--- config.mk ---
export PLATFORM = sky130hd
export DESIGN_NAME = fprw_cmd
export DESIGN_NICKNAME = d
export VERILOG_FILES = /design/src/fprw_cmd.v /design/src/fprw_sync.v /design/src/fprw_wrap_addr.v
export VERILOG_INCLUDE_DIRS = /design/src
export SDC_FILE = /design/constraint.sdc
export NUM_CORES = 1
export LEC_CHECK = 0
export ABC_CLOCK_PERIOD_IN_PS = 4800
export BUFFER_PORTS_ARGS = -buffer_cell sky130_fd_sc_hd__buf_4
export CAP_MARGIN = 5
export CORE_ASPECT_RATIO = 1.4
export CORE_MARGIN = 4
export CORE_UTILIZATION = 35
export DETAILED_ROUTE_END_ITERATION = 16
export PLACE_DENSITY = 0.63
export SYNTH_ARGS = -nofsm -noshare
export SYNTH_HDL_FRONTEND = slang
export SYNTH_SLANG_ARGS = --single-unit
--- constraint.sdc ---
create_clock -name core_clk_i -period 4.8 [get_ports core_clk_i]
set_clock_uncertainty 0.1 [all_clocks]
set_input_delay 0.96 -clock core_clk_i [delete_from_list [all_inputs] [get_ports core_clk_i]]
set_output_delay 0.96 -clock core_clk_i [all_outputs]
set_load 0.01 [all_outputs]
--- src/fprw_defs.vh ---
// Constants for the resume, wrap and write-enable command decoder
`ifndef FPRW_DEFS_VH
`define FPRW_DEFS_VH
`define FPRW_OP_RESUME_A   8'h7A
`define FPRW_OP_RESUME_B   8'hD0
`define FPRW_OP_WRAP       8'h77
`define FPRW_OP_WREN       8'h06
`define FPRW_OP_PP         8'h02
`define FPRW_OP_DPP        8'hA2
`define FPRW_OP_QPP        8'h32
`define FPRW_OP_SEQ_A      8'hAF
`define FPRW_OP_SEQ_B      8'hAD
`define FPRW_OP_ER4K       8'h20
`define FPRW_OP_ER32K      8'h52
`define FPRW_OP_ER64K      8'hD8
`define FPRW_OP_CHIP_A     8'h60
`define FPRW_OP_CHIP_B     8'hC7
`define FPRW_OP_OTP        8'h9B
`define FPRW_OP_WRSR1      8'h01
`define FPRW_OP_WRSR2      8'h31
`define FPRW_OP_WRSR3      8'h11
`define FPRW_OP_WRSRI      8'h71
`define FPRW_OP_SUSPEND_A  8'h75
`define FPRW_OP_SUSPEND_B  8'hB0
`define FPRW_ADDR_NIBBLES  4'h6
`define FPRW_WRAP_NIBBLES  4'h2
`define FPRW_BITS_PER_BYTE 3'h7
`define FPRW_WRAP_DIS_BIT  4
`define FPRW_WRAP_MSB_BIT  6
`define FPRW_WRAP_LSB_BIT  5
`define FPRW_WRAP_RESET    1'b1
`define FPRW_RES_LAT_NS    20000
`define FPRW_CLK_NS        10
`endif

--- src/fprw_cmd.v ---
// Resume, burst wrap and write enable command decoder
// How it works
// 7Ah and D0h both mean resume
// Resume needs a suspended flag and ready
// Resume ignores the write enable latch
// Resume is one opcode byte, no address
// Resume clears matching suspended flag, then suspend once none held
// Resume sets busy; operation restarts after latency
// Resume needs whole bytes before chip select
// Suspend ignored while resume latency runs
// Both suspended: program resumes first
// 77h sets wrap used by quad reads
// Wrapped read runs to line end, wraps
// Wrap: opcode, six address nibbles, ignored
// Only bits six to four of wrap byte
// Disable bit off; size bits pick 8..64
// Wrap setting persists until the next wrap command
// Partial wrap frame leaves setting unchanged
// 06h sets write enable latch at deselect
// Write enable gates program, erase, status writes
// Opcodes shift in MSB first, eight clocks
// Suspend sets suspend flags, clears busy
// Wrap line naturally aligned to its length
// Act only at deselect after whole bytes
`timescale 1ns/10ps
`include "fprw_defs.vh"
module fprw_cmd #(
  parameter RES_LAT_NS  = `FPRW_RES_LAT_NS,
  parameter RES_CYCLES  = RES_LAT_NS / `FPRW_CLK_NS
) (
  input  wire        core_clk_i,
  input  wire        reset_i,
  input  wire        spi_cs_n_i,
  input  wire        spi_sck_i,
  input  wire [3:0]  spi_io_i,
  input  wire        op_done_i,
  input  wire        op_kind_erase_i,
  input  wire        op_running_i,
  input  wire        rd_load_i,
  input  wire        rd_step_i,
  input  wire [23:0] rd_start_addr_i,
  output reg         ready_busy_flag_o,
  output reg         erase_suspended_flag_o,
  output reg         program_suspended_flag_o,
  output reg         suspend_flag_o,
  output reg         write_enable_latch_o,
  output reg         wrap_disable_bit_o,
  output reg         wrap_size_msb_o,
  output reg         wrap_size_lsb_o,
  output reg         resume_pending_o,
  output reg         resume_program_o,
  output reg         resume_erase_o,
  output reg         protected_cmd_go_o,
  output reg         protected_cmd_refused_o,
  output reg  [7:0]  protected_opcode_o,
  output reg  [23:0] rd_addr_o
);
  localparam ST_OPC  = 3'b001;
  localparam ST_ADDR = 3'b010;
  localparam ST_WRAP = 3'b100;
  localparam [31:0] RES_CNT = (RES_CYCLES < 1) ? 32'd1 : RES_CYCLES;

  // Chip select passes inverted so a cleared synchroniser reads as deselected
  wire [5:0] sync_out;
  fprw_sync #(.WIDTH(6)) u_sync (
    .core_clk_i (core_clk_i),
    .reset_i    (reset_i),
    .async_i    ({~spi_cs_n_i, spi_sck_i, spi_io_i}),
    .sync_o     (sync_out)
  );
  wire       cs_n = ~sync_out[5];
  wire       sck  = sync_out[4];
  wire [3:0] io   = sync_out[3:0];

  reg        sck_d;
  reg        cs_n_d;
  reg [2:0]  state;
  reg [2:0]  bit_cnt;
  reg [3:0]  nib_cnt;
  reg [7:0]  shift;
  reg [7:0]  opcode;
  reg        byte_ok;
  reg        frame_bad;
  reg        wrap_done;
  reg [7:0]  wrap_byte;
  reg [31:0] res_timer;

  wire sck_rise = sck & ~sck_d;
  wire cs_rise  = cs_n & ~cs_n_d;
  wire [7:0] next_shift = {shift[6:0], io[0]};

  always @(posedge core_clk_i) begin
    if (reset_i) begin
      sck_d  <= 1'b0;
      cs_n_d <= 1'b1;
    end else begin
      sck_d  <= sck;
      cs_n_d <= cs_n;
    end
  end

  // Frame capture
  always @(posedge core_clk_i) begin
    if (reset_i) begin
      state     <= ST_OPC;
      bit_cnt   <= 3'h0;
      nib_cnt   <= 4'h0;
      shift     <= 8'h00;
      opcode    <= 8'h00;
      byte_ok   <= 1'b1;
      frame_bad <= 1'b0;
      wrap_done <= 1'b0;
      wrap_byte <= 8'h00;
    end else if (cs_n) begin
      state     <= ST_OPC;
      bit_cnt   <= 3'h0;
      nib_cnt   <= 4'h0;
      byte_ok   <= 1'b1;
      if (!cs_rise) begin
        frame_bad <= 1'b0;
        wrap_done <= 1'b0;
        opcode    <= 8'h00;
      end
    end else if (sck_rise) begin
      case (state)
        ST_OPC: begin
          shift   <= next_shift;
          bit_cnt <= bit_cnt + 3'h1;
          byte_ok <= (bit_cnt == `FPRW_BITS_PER_BYTE);
          if (bit_cnt == `FPRW_BITS_PER_BYTE) begin
            opcode <= next_shift;
            if (next_shift == `FPRW_OP_WRAP) begin
              state <= ST_ADDR;
            end else begin
              state     <= ST_WRAP;
              frame_bad <= 1'b1;
            end
          end
        end
        ST_ADDR: begin
          // Address nibbles ignored
          nib_cnt <= nib_cnt + 4'h1;
          byte_ok <= nib_cnt[0];
          if (nib_cnt == `FPRW_ADDR_NIBBLES - 4'h1) begin
            nib_cnt <= 4'h0;
            state   <= ST_WRAP;
          end
        end
        ST_WRAP: begin
          if (opcode == `FPRW_OP_WRAP && !wrap_done) begin
            wrap_byte <= {wrap_byte[3:0], io};
            nib_cnt   <= nib_cnt + 4'h1;
            byte_ok   <= nib_cnt[0];
            if (nib_cnt == `FPRW_WRAP_NIBBLES - 4'h1) begin
              wrap_done <= 1'b1;
            end
          end else begin
            bit_cnt <= bit_cnt + 3'h1;
            byte_ok <= (bit_cnt == `FPRW_BITS_PER_BYTE);
          end
        end
        default: state <= ST_OPC;
      endcase
    end
  end

  // Execute at deselect on a byte boundary
  wire exec      = cs_rise & byte_ok & (opcode != 8'h00 || frame_bad);
  wire is_resume = (opcode == `FPRW_OP_RESUME_A) | (opcode == `FPRW_OP_RESUME_B);
  // Single opcode byte only: extra clocks in ST_WRAP set extra_seen
  wire one_byte  = (bit_cnt == 3'h0) & (state == ST_WRAP);
  wire is_suspend_flag   = (opcode == `FPRW_OP_SUSPEND_A) | (opcode == `FPRW_OP_SUSPEND_B);
  reg  extra_seen;
  reg  is_protected;
  always @* begin
    case (opcode)
      `FPRW_OP_PP, `FPRW_OP_DPP, `FPRW_OP_QPP, `FPRW_OP_SEQ_A, `FPRW_OP_SEQ_B,
      `FPRW_OP_ER4K, `FPRW_OP_ER32K, `FPRW_OP_ER64K, `FPRW_OP_CHIP_A,
      `FPRW_OP_CHIP_B, `FPRW_OP_OTP, `FPRW_OP_WRSR1, `FPRW_OP_WRSR2,
      `FPRW_OP_WRSR3, `FPRW_OP_WRSRI: is_protected = 1'b1;
      default:                         is_protected = 1'b0;
    endcase
  end

  // Wrap byte nibbles are payload; only clocks past the full command are extra
  wire trail_phase = (opcode != `FPRW_OP_WRAP) | wrap_done;
  always @(posedge core_clk_i) begin
    if (reset_i | cs_n) begin
      extra_seen <= 1'b0;
    end else if (sck_rise && state == ST_WRAP && trail_phase) begin
      extra_seen <= 1'b1;
    end
  end

  // Opcode-only commands end right after their eighth clock
  wire single_ok = one_byte & ~extra_seen;
  wire resume_ok = exec & is_resume & single_ok &
                   (erase_suspended_flag_o | program_suspended_flag_o) &
                   ~ready_busy_flag_o;
  wire suspend_flag_ok   = exec & is_suspend_flag & single_ok & ready_busy_flag_o;
  wire wren_ok   = exec & (opcode == `FPRW_OP_WREN) & single_ok;
  wire wrap_ok   = exec & (opcode == `FPRW_OP_WRAP) & wrap_done & ~extra_seen;

  always @(posedge core_clk_i) begin
    if (reset_i) begin
      ready_busy_flag_o        <= 1'b0;
      erase_suspended_flag_o   <= 1'b0;
      program_suspended_flag_o <= 1'b0;
      suspend_flag_o           <= 1'b0;
      write_enable_latch_o     <= 1'b0;
      wrap_disable_bit_o       <= `FPRW_WRAP_RESET;
      wrap_size_msb_o          <= 1'b0;
      wrap_size_lsb_o          <= 1'b0;
      resume_pending_o         <= 1'b0;
      resume_program_o         <= 1'b0;
      resume_erase_o           <= 1'b0;
      protected_cmd_go_o       <= 1'b0;
      protected_cmd_refused_o  <= 1'b0;
      protected_opcode_o       <= 8'h00;
      res_timer                <= 32'd0;
    end else begin
      resume_program_o        <= 1'b0;
      resume_erase_o          <= 1'b0;
      protected_cmd_go_o      <= 1'b0;
      protected_cmd_refused_o <= 1'b0;
      if (op_running_i && !resume_pending_o) begin
        ready_busy_flag_o <= 1'b1;
      end
      if (op_done_i) begin
        ready_busy_flag_o <= 1'b0;
      end
      if (resume_ok) begin
        ready_busy_flag_o <= 1'b1;
        resume_pending_o  <= 1'b1;
        res_timer         <= RES_CNT;
        if (program_suspended_flag_o) begin
          // Program restarts first when both are held
          program_suspended_flag_o <= 1'b0;
          resume_program_o         <= 1'b1;
          suspend_flag_o           <= erase_suspended_flag_o;
        end else begin
          erase_suspended_flag_o <= 1'b0;
          resume_erase_o         <= 1'b1;
          suspend_flag_o         <= 1'b0;
        end
      end else if (resume_pending_o) begin
        // Countdown of the resume latency
        if (res_timer <= 32'd1) begin
          resume_pending_o <= 1'b0;
        end
        res_timer <= res_timer - 32'd1;
      end else if (suspend_flag_ok) begin
        // Suspend accepted only outside resume latency
        suspend_flag_o    <= 1'b1;
        ready_busy_flag_o <= 1'b0;
        if (op_kind_erase_i) begin
          erase_suspended_flag_o <= 1'b1;
        end else begin
          program_suspended_flag_o <= 1'b1;
        end
      end
      if (wren_ok) begin
        write_enable_latch_o <= 1'b1;
      end
      if (wrap_ok) begin
        // Only W6:W4 kept; setting holds until next wrap command
        wrap_disable_bit_o <= wrap_byte[`FPRW_WRAP_DIS_BIT];
        wrap_size_msb_o    <= wrap_byte[`FPRW_WRAP_MSB_BIT];
        wrap_size_lsb_o    <= wrap_byte[`FPRW_WRAP_LSB_BIT];
      end
      // Each accepted protected command uses up the latch
      if (exec && is_protected) begin
        protected_opcode_o <= opcode;
        if (write_enable_latch_o) begin
          protected_cmd_go_o   <= 1'b1;
          write_enable_latch_o <= 1'b0;
        end else begin
          protected_cmd_refused_o <= 1'b1;
        end
      end
    end
  end

  // Read address walk for the quad reads that follow a wrap setting
  wire [23:0] rd_addr_w;
  fprw_wrap_addr u_wrap (
    .core_clk_i   (core_clk_i),
    .reset_i      (reset_i),
    .load_i       (rd_load_i),
    .step_i       (rd_step_i),
    .start_addr_i (rd_start_addr_i),
    .wrap_on_i    (~wrap_disable_bit_o),
    .wrap_size_i  ({wrap_size_msb_o, wrap_size_lsb_o}),
    .addr_o       (rd_addr_w)
  );
  // Registered copy keeps the port straight off a flop
  always @(posedge core_clk_i) begin
    if (reset_i) begin
      rd_addr_o <= 24'h000000;
    end else begin
      rd_addr_o <= rd_addr_w;
    end
  end
endmodule

--- src/fprw_sync.v ---
// Two-flop synchroniser for pin inputs
`timescale 1ns/10ps
module fprw_sync #(
  parameter WIDTH = 1
) (
  input  wire             core_clk_i,
  input  wire             reset_i,
  input  wire [WIDTH-1:0] async_i,
  output reg  [WIDTH-1:0] sync_o
);
  reg [WIDTH-1:0] stage1;
  always @(posedge core_clk_i) begin
    if (reset_i) begin
      stage1 <= {WIDTH{1'b0}};
      sync_o <= {WIDTH{1'b0}};
    end else begin
      stage1 <= async_i;
      sync_o <= stage1;
    end
  end
endmodule

--- src/fprw_wrap_addr.v ---
// Wrapped read address generator for burst reads
`timescale 1ns/10ps
`include "fprw_defs.vh"
module fprw_wrap_addr (
  input  wire        core_clk_i,
  input  wire        reset_i,
  input  wire        load_i,
  input  wire        step_i,
  input  wire [23:0] start_addr_i,
  input  wire        wrap_on_i,
  input  wire [1:0]  wrap_size_i,
  output reg  [23:0] addr_o
);
  reg [5:0] mask;
  always @* begin
    case (wrap_size_i)
      2'h0:    mask = 6'h07;
      2'h1:    mask = 6'h0F;
      2'h2:    mask = 6'h1F;
      default: mask = 6'h3F;
    endcase
  end
  wire [23:0] inc = addr_o + 24'h000001;
  always @(posedge core_clk_i) begin
    if (reset_i) begin
      addr_o <= 24'h000000;
    end else if (load_i) begin
      addr_o <= start_addr_i;
    end else if (step_i) begin
      if (wrap_on_i) begin
        // Only low bits inside the aligned line move
        addr_o <= {addr_o[23:6], (addr_o[5:0] & ~mask) | (inc[5:0] & mask)};
      end else begin
        addr_o <= inc;
      end
    end
  end
endmodule

==> flow_metrics.env, run 1 <==
export IMPL_antenna_found_initial=0
export IMPL_fin_crit_sh=0.629
export IMPL_relSlewSlack=0.288
export IMPL_ys_async_sr_fraction=0
export IMPL_layout_min_cycle_time_ns=3.02
export IMPL_power_frac_seq=0.476
export IMPL_syn_area_mm2=0.00642
export IMPL_synth_cells=731
export IMPL_fp_dieArea_mm2=0.0206
export IMPL_synth_area_leader_cell="dfxtp_1"
export IMPL_track_usage=0.140
export IMPL_fmax_ghz=0.331
export IMPL_cts_hold_buffers=0
export IMPL_path_cells="nor4_1, a31oi_1, nand4b_1, or2_2, nand2b_1, nor2_1"
export IMPL_clk_pin_slew_worst_paths_ns=0.06
export IMPL_port_buffers=80
export IMPL_grt_setup_unrepaired="no"
export IMPL_syn_area_per_cell_um2=8.78
export IMPL_clk_latency_ns=0.42
export IMPL_grt_max_degree=100
export IMPL_cts_tree="done"
export IMPL_grt_pass1_vias=4912
export IMPL_wire_per_inst_um=13.2
export IMPL_share_comb_of_total_power=0.050
export IMPL_row_count=58
export IMPL_hold_class="flop to flop"
export IMPL_worst_pin_slew_ns=1.07
export IMPL_fin_nets=839
export IMPL_fin_util=0.431
export IMPL_drc=0
export IMPL_ys_types=55
export IMPL_cp_start_kind="flop"
export IMPL_grt_pass1_wl_um=23500
export IMPL_via_per_inst=4.82
export IMPL_htree_num_levels=4
export IMPL_worstSetupPathType="flop to flop"
export IMPL_slew_violations=0
export IMPL_power_density_mw_per_mm2=348
export IMPL_cts_buffers=17
export IMPL_placed_cells=1015
export IMPL_drive_gt1_frac=0.161
export IMPL_cts_setup_buffers=0
export IMPL_fin_tns_setup_ns=0
export IMPL_synth_top_flop_cell="dfxtp_1"
export IMPL_finalSetupViolCount=0
export IMPL_ys_top_cells_by_count="dfxtp_1, nor2_1, nand2_1"
export IMPL_num_vias=5043
export IMPL_syn_to_final_growth_pct=20.9
export IMPL_p_sw_frac=0.231
export IMPL_synth_nets=776
export IMPL_clockBufferDepth=2
export IMPL_first_pass_iters=4
export IMPL_crit_path_top_delay_cell="nand2b_1"
export IMPL_die_w_um=122
export IMPL_critPathCaptureType="flop"
export IMPL_p_clk_frac=0.474
export IMPL_drt_iter0_drc=252
export IMPL_finalPower_mw=2.70
export IMPL_ys_ff_latch=148
export IMPL_yosysSeqAreaShare=0.461
export IMPL_status="finished clean"
export IMPL_fillerInstances=1870
export IMPL_ir_drop_v=0.000244
export IMPL_yosys_area_top_type_share=0.461
export IMPL_ios=82
export IMPL_internal_power_mw=2.07
export IMPL_cts_repair_resized=0
export IMPL_cp_required_ns=4.96
export IMPL_start_util=0.357
export IMPL_gr_total_overflow=0
export IMPL_power_leakage_nw=3.07
export IMPL_critical_path_arrival_ns=3.18
export IMPL_cts_root_buffer="clkbuf_16"
export IMPL_synth_area_leaders="dfxtp_1, nor2_1, xnor2_1"
export IMPL_p_switching_mw=0.625
export IMPL_worst_path_largest_cell_delay_ns=0.79
export IMPL_yosysMostFrequentCell="dfxtp_1"
export IMPL_final_hold_viol_count=0
export IMPL_coreArea_mm2=0.0180
export IMPL_synth_edf_count=0
export IMPL_antenna_left=0
export IMPL_place_gp_congestion=0.841
export IMPL_yosys_warnings=0
export IMPL_path_max_fanout=27
export IMPL_antenna_cells=0
export IMPL_die_h_um=168
export IMPL_fin_cells=1047
export IMPL_hpwlAfterDp_um=9560
export IMPL_wirelength_um=13800
export IMPL_drv_cap=0
export IMPL_cts_sinks=148
-- final cells by class --
type / count / area [um2] / share of cell area
Multi-Input combinational cell: 525 / 3230 / 0.416
Sequential cell: 148 / 2960 / 0.382
Timing Repair Buffer: 82 / 616 / 0.0793
Clock buffer: 20 / 457 / 0.0588
Tap cell: 240 / 300 / 0.0387
Clock inverter: 12 / 123 / 0.0158
Inverter: 20 / 75.1 / 0.00967
-- flip-flops by register name, indices dropped and copies added (netlist names), 3 cells and up, named ones only --
| name | flops |
|---|---|
| bit_cnt | 3 |
| rd_addr_o | 24 |
| u_sync.stage1 | 5 |
| state | 3 |
| opcode | 8 |
| protected_opcode_o | 8 |
| u_sync.sync_o | 5 |
| u_wrap.addr_o | 21 |
| nib_cnt | 4 |
| shift | 7 |
| wrap_byte | 6 |
| res_timer | 32 |
-- cell usage in the layout (no fill, tap or decap), drive strengths merged, types with 3 or more instances in the layout --
cell / netlist / final
nor3b: 5 / 5
o22ai: 3 / 3
or3: 9 / 9
nand4b: 9 / 9
xnor2: 34 / 34
and3: 9 / 9
clkbuf: 27 / 20
nand4: 7 / 7
or4: 4 / 4
mux2i: 24 / 24
clkinvlp: 0 / 3
dfxtp: 148 / 148
buf: 11 / 82
nand2b: 27 / 27
o21ai: 20 / 20
inv: 20 / 23
nor2: 95 / 95
a31oi: 6 / 6
nand3: 9 / 9
nor4: 12 / 12
ha: 8 / 8
o211ai: 3 / 3
and2: 4 / 4
a21oi: 51 / 51
nor3: 20 / 20
nand2: 60 / 60
o21a: 8 / 8
nand3b: 3 / 3
clkinv: 0 / 5
or2: 5 / 5
nor2b: 47 / 47
a211oi: 3 / 3
xor2: 18 / 18
-- critical path: cells and delay by family, from the launching register on --
family | cells | cell delay [ns]
AND/OR/NAND/NOR | 5 | 1.76
AO/OA/AOI/OAI | 1 | 0.36
flip-flops | 1 | 0.63
-- power groups by stage --
stage               Sequential (mW)  Combinational [mW]  Clock [mW]
floorplan                      1.30              0.0878           0
global route                   1.29               0.151        1.38
finish                         1.28               0.135        1.28
CTS                            1.28               0.137        1.31
global placement               1.31               0.135           0
detailed placement             1.31               0.136           0
-- per-layer routing --
layer / routed length (um) / vias to the layer above / track usage
li1: - / 2597 / -
met2: 6720 / 100 / 0.232
met5: 0 / - / 0
met1: 6020 / 2327 / 0.163
met3: 855 / 19 / 0.0561
met4: 192 / 0 / 0.0463
-- logic make-up after synthesis --
kind of cell,share of synthesized area
AO/OA/AOI/OAI,0.0998
buffers and inverters,0.0359
adder cells (fa/ha/maj),0.0156
XOR/XNOR,0.0709
multiplexers,0.0374
AND/OR/NAND/NOR,0.279
flip-flops,0.461
-- final timing paths --
check | to | startpoint | slack [ns] | cells after the start
worst min-delay path | u_sync.sync_o[2] | u_sync.stage1[2] | 0.33 | 1
worst max register to register | res_timer[25] | opcode[5] | 1.78 | 6
worst min register to register | u_sync.sync_o[2] | u_sync.stage1[2] | 0.33 | 1
worst max-delay path | res_timer[25] | opcode[5] | 1.78 | 6
-- stage by stage --
stage               cell area [um2]  hold slack (ns)  setup slack (ns)
detailed placement             7180            0.322              1.70
finish                         7760            0.334              1.78
CTS                            7760            0.337              1.73
global route                   7760            0.355              1.41
floorplan                      6420            0.314              2.36
global placement               7180            0.320              1.78
No activity file was read; power rests on OpenSTA's default activity.
==> run 2, diff against run 1 <==
--- a/config.mk
+++ b/config.mk
@@ -6,7 +6,7 @@
 export SDC_FILE = /design/constraint.sdc
 export NUM_CORES = 1
 export LEC_CHECK = 0
-export ABC_CLOCK_PERIOD_IN_PS = 4800
+export ABC_CLOCK_PERIOD_IN_PS = 2950
 export BUFFER_PORTS_ARGS = -buffer_cell sky130_fd_sc_hd__buf_4
 export CAP_MARGIN = 5
 export CORE_ASPECT_RATIO = 1.4
==> constraint.sdc (replaced) <==
create_clock -name core_clk_i -period 2.95 [get_ports core_clk_i]
set_clock_uncertainty 0.1 [all_clocks]
set_input_delay 0.59 -clock core_clk_i [delete_from_list [all_inputs] [get_ports core_clk_i]]
set_output_delay 0.59 -clock core_clk_i [all_outputs]
set_load 0.01 [all_outputs]
==> run 2 against run 1 <==
Effect of this change:
- sequential share of layout area is 0.74 points lower
- combinational power is 67% higher
- register-to-register slack worse by 1.3 ns
- flip-flop and latch count stayed put
- critical path depth stayed put
- first-iteration DRC count is 40% lower
- largest power group is now clock
==> flow_metrics.env, run 2 (same netlist as run 1, synthesis figures left out) <==
export IMPL_cp_required_ns=3.14
export IMPL_drive_gt1_frac=0.178
export IMPL_top_register="res_timer"
export IMPL_top_regs="res_timer (32), rd_addr_o (24), u_wrap.addr_o (21)"
export IMPL_fp_dieArea_mm2=0.0206
export IMPL_critical_path_arrival_ns=2.64
export IMPL_fin_crit_sh=0.829
export IMPL_path_max_fanout=15
export IMPL_wl_met2_um=7000
export IMPL_worstSetupPathType="flop to flop"
export IMPL_fin_nets=855
export IMPL_row_count=58
export IMPL_cts_buffers=17
export IMPL_place_gp_congestion=0.818
export IMPL_hold_class="primary input to flop"
export IMPL_start_util=0.357
export IMPL_coreArea_mm2=0.0180
export IMPL_ir_drop_v=0.000385
export IMPL_cp_start_kind="flop"
export IMPL_fmax_ghz=0.409
export IMPL_clk_latency_ns=0.43
export IMPL_grt_pass1_wl_um=24200
export IMPL_layout_min_cycle_time_ns=2.45
export IMPL_fin_cells=1062
export IMPL_syn_to_final_growth_pct=23.3
export IMPL_gr_total_overflow=0
export IMPL_hpwlAfterDp_um=9970
export IMPL_port_buffers=80
export IMPL_cpMostUsedCell="nor2_1"
export IMPL_drc=0
export IMPL_layout_common_cells="dfxtp_1, buf_4, nor2_1"
export IMPL_cts_hold_buffers=0
export IMPL_antenna_left=0
export IMPL_antenna_found_initial=0
export IMPL_die_h_um=168
export IMPL_grt_setup_unrepaired="no"
export IMPL_clockBufferDepth=2
export IMPL_cts_root_buffer="clkbuf_16"
export IMPL_dr_max_layer_used="met4"
export IMPL_postPlaceCellArea_mm2=0.00730
export IMPL_postLayoutCellArea_mm2=0.00792
export IMPL_antenna_cells=0
export IMPL_worst_path_largest_cell_delay_ns=0.66
export IMPL_crit_path_top_delay_cell="dfxtp_1"
export IMPL_dr_wl_met3_um=879
export IMPL_slew_violations=0
export IMPL_placed_cells=1031
export IMPL_num_vias=5115
export IMPL_track_usage=0.144
export IMPL_path_cells="nand4b_1, or3_1, nor2_1, nand3_1, mux2i_1, nor2_1"
export IMPL_wire_per_inst_um=13.5
export IMPL_clk_pin_slew_worst_paths_ns=0.06
export IMPL_grt_pass1_vias=5072
export IMPL_cts_tree="done"
export IMPL_htree_num_levels=4
export IMPL_cts_repair_resized=0
export IMPL_via_per_inst=4.82
export IMPL_relSlewSlack=0.568
export IMPL_die_w_um=122
export IMPL_first_pass_iters=4
export IMPL_grt_max_degree=51
export IMPL_critPathBufInv=0
export IMPL_ios=82
export IMPL_fin_tns_setup_ns=0
export IMPL_met1_length_um=6280
export IMPL_drt_iter0_drc=152
export IMPL_finalSetupViolCount=0
export IMPL_cts_setup_buffers=0
export IMPL_power_leakage_nw=3.17
export IMPL_largest_reg_flops=32
export IMPL_status="finished clean"
export IMPL_power_density_mw_per_mm2=575
export IMPL_wirelength_um=14300
export IMPL_critPathCaptureType="flop"
export IMPL_drv_cap=0
export IMPL_finalPower_mw=4.55
export IMPL_fin_util=0.440
export IMPL_cts_sinks=148
export IMPL_worst_pin_slew_ns=0.645
export IMPL_mostFrequentLayoutCell="dfxtp_1"
export IMPL_final_hold_viol_count=0
export IMPL_cp_top_family="simple AND/OR/NAND/NOR gates"
==> run 2: cell types whose count changed in the layout (fill, tap and decap cells not counted), sizes merged <==
cell	previous run	this run
buf	82	98
clkbuf	20	18
clkinv	5	4
bufinv	1	3
==> run 2: final timing paths <==
kind                     from               end  slack (ns)  depth (start not counted)
max reg2reg         opcode[5]      wrap_byte[1]        0.50                          6
min reg2reg  u_sync.stage1[2]  u_sync.sync_o[2]        0.34                          1
max                 opcode[5]      wrap_byte[1]        0.50                          6
min                spi_cs_n_i  u_sync.stage1[5]        0.21                          2
==> run 2: routing by layer <==
metal	up-vias	GRT usage
met1	2372	0.166
met5	-	0
li1	2628	-
met4	0	0.0478
met2	98	0.243
met3	17	0.0541
==> run 2: area by class of cell <==
cell class	count	area [um2]
multi-input combinational	525	3230
tap	240	300
fill	1798	10100
inverter	20	75.1
clock inverter	13	174
timing repair buffer	98	736
clock buffer	18	439
sequential	148	2960
==> run 2: worst reg2reg max path: stages, from the launching register on <==
cell	delay (ns)
dfxtp_1	0.66
nand4b_1	0.23
or3_1	0.38
nor2_1	0.28
nand3_1	0.36
mux2i_1	0.25
nor2_1	0.06
==> run 2: power by group <==
part,total [mW],internal [mW],switching [mW]
Combinational,0.225,0.115,0.110
Clock,2.24,1.36,0.877
Sequential,2.09,2.04,0.0430
Total,4.55,3.52,1.03
==> run 2: stage by stage <==
stage / hold WS, ns / setup slack [ns]
5_1_grt: 0.210 / 0.299
3_5_place_dp: 0.323 / 0.514
6_report: 0.212 / 0.504
3_3_place_gp: 0.323 / 0.514
4_1_cts: 0.197 / 0.498
2_1_floorplan: 0.314 / 0.597
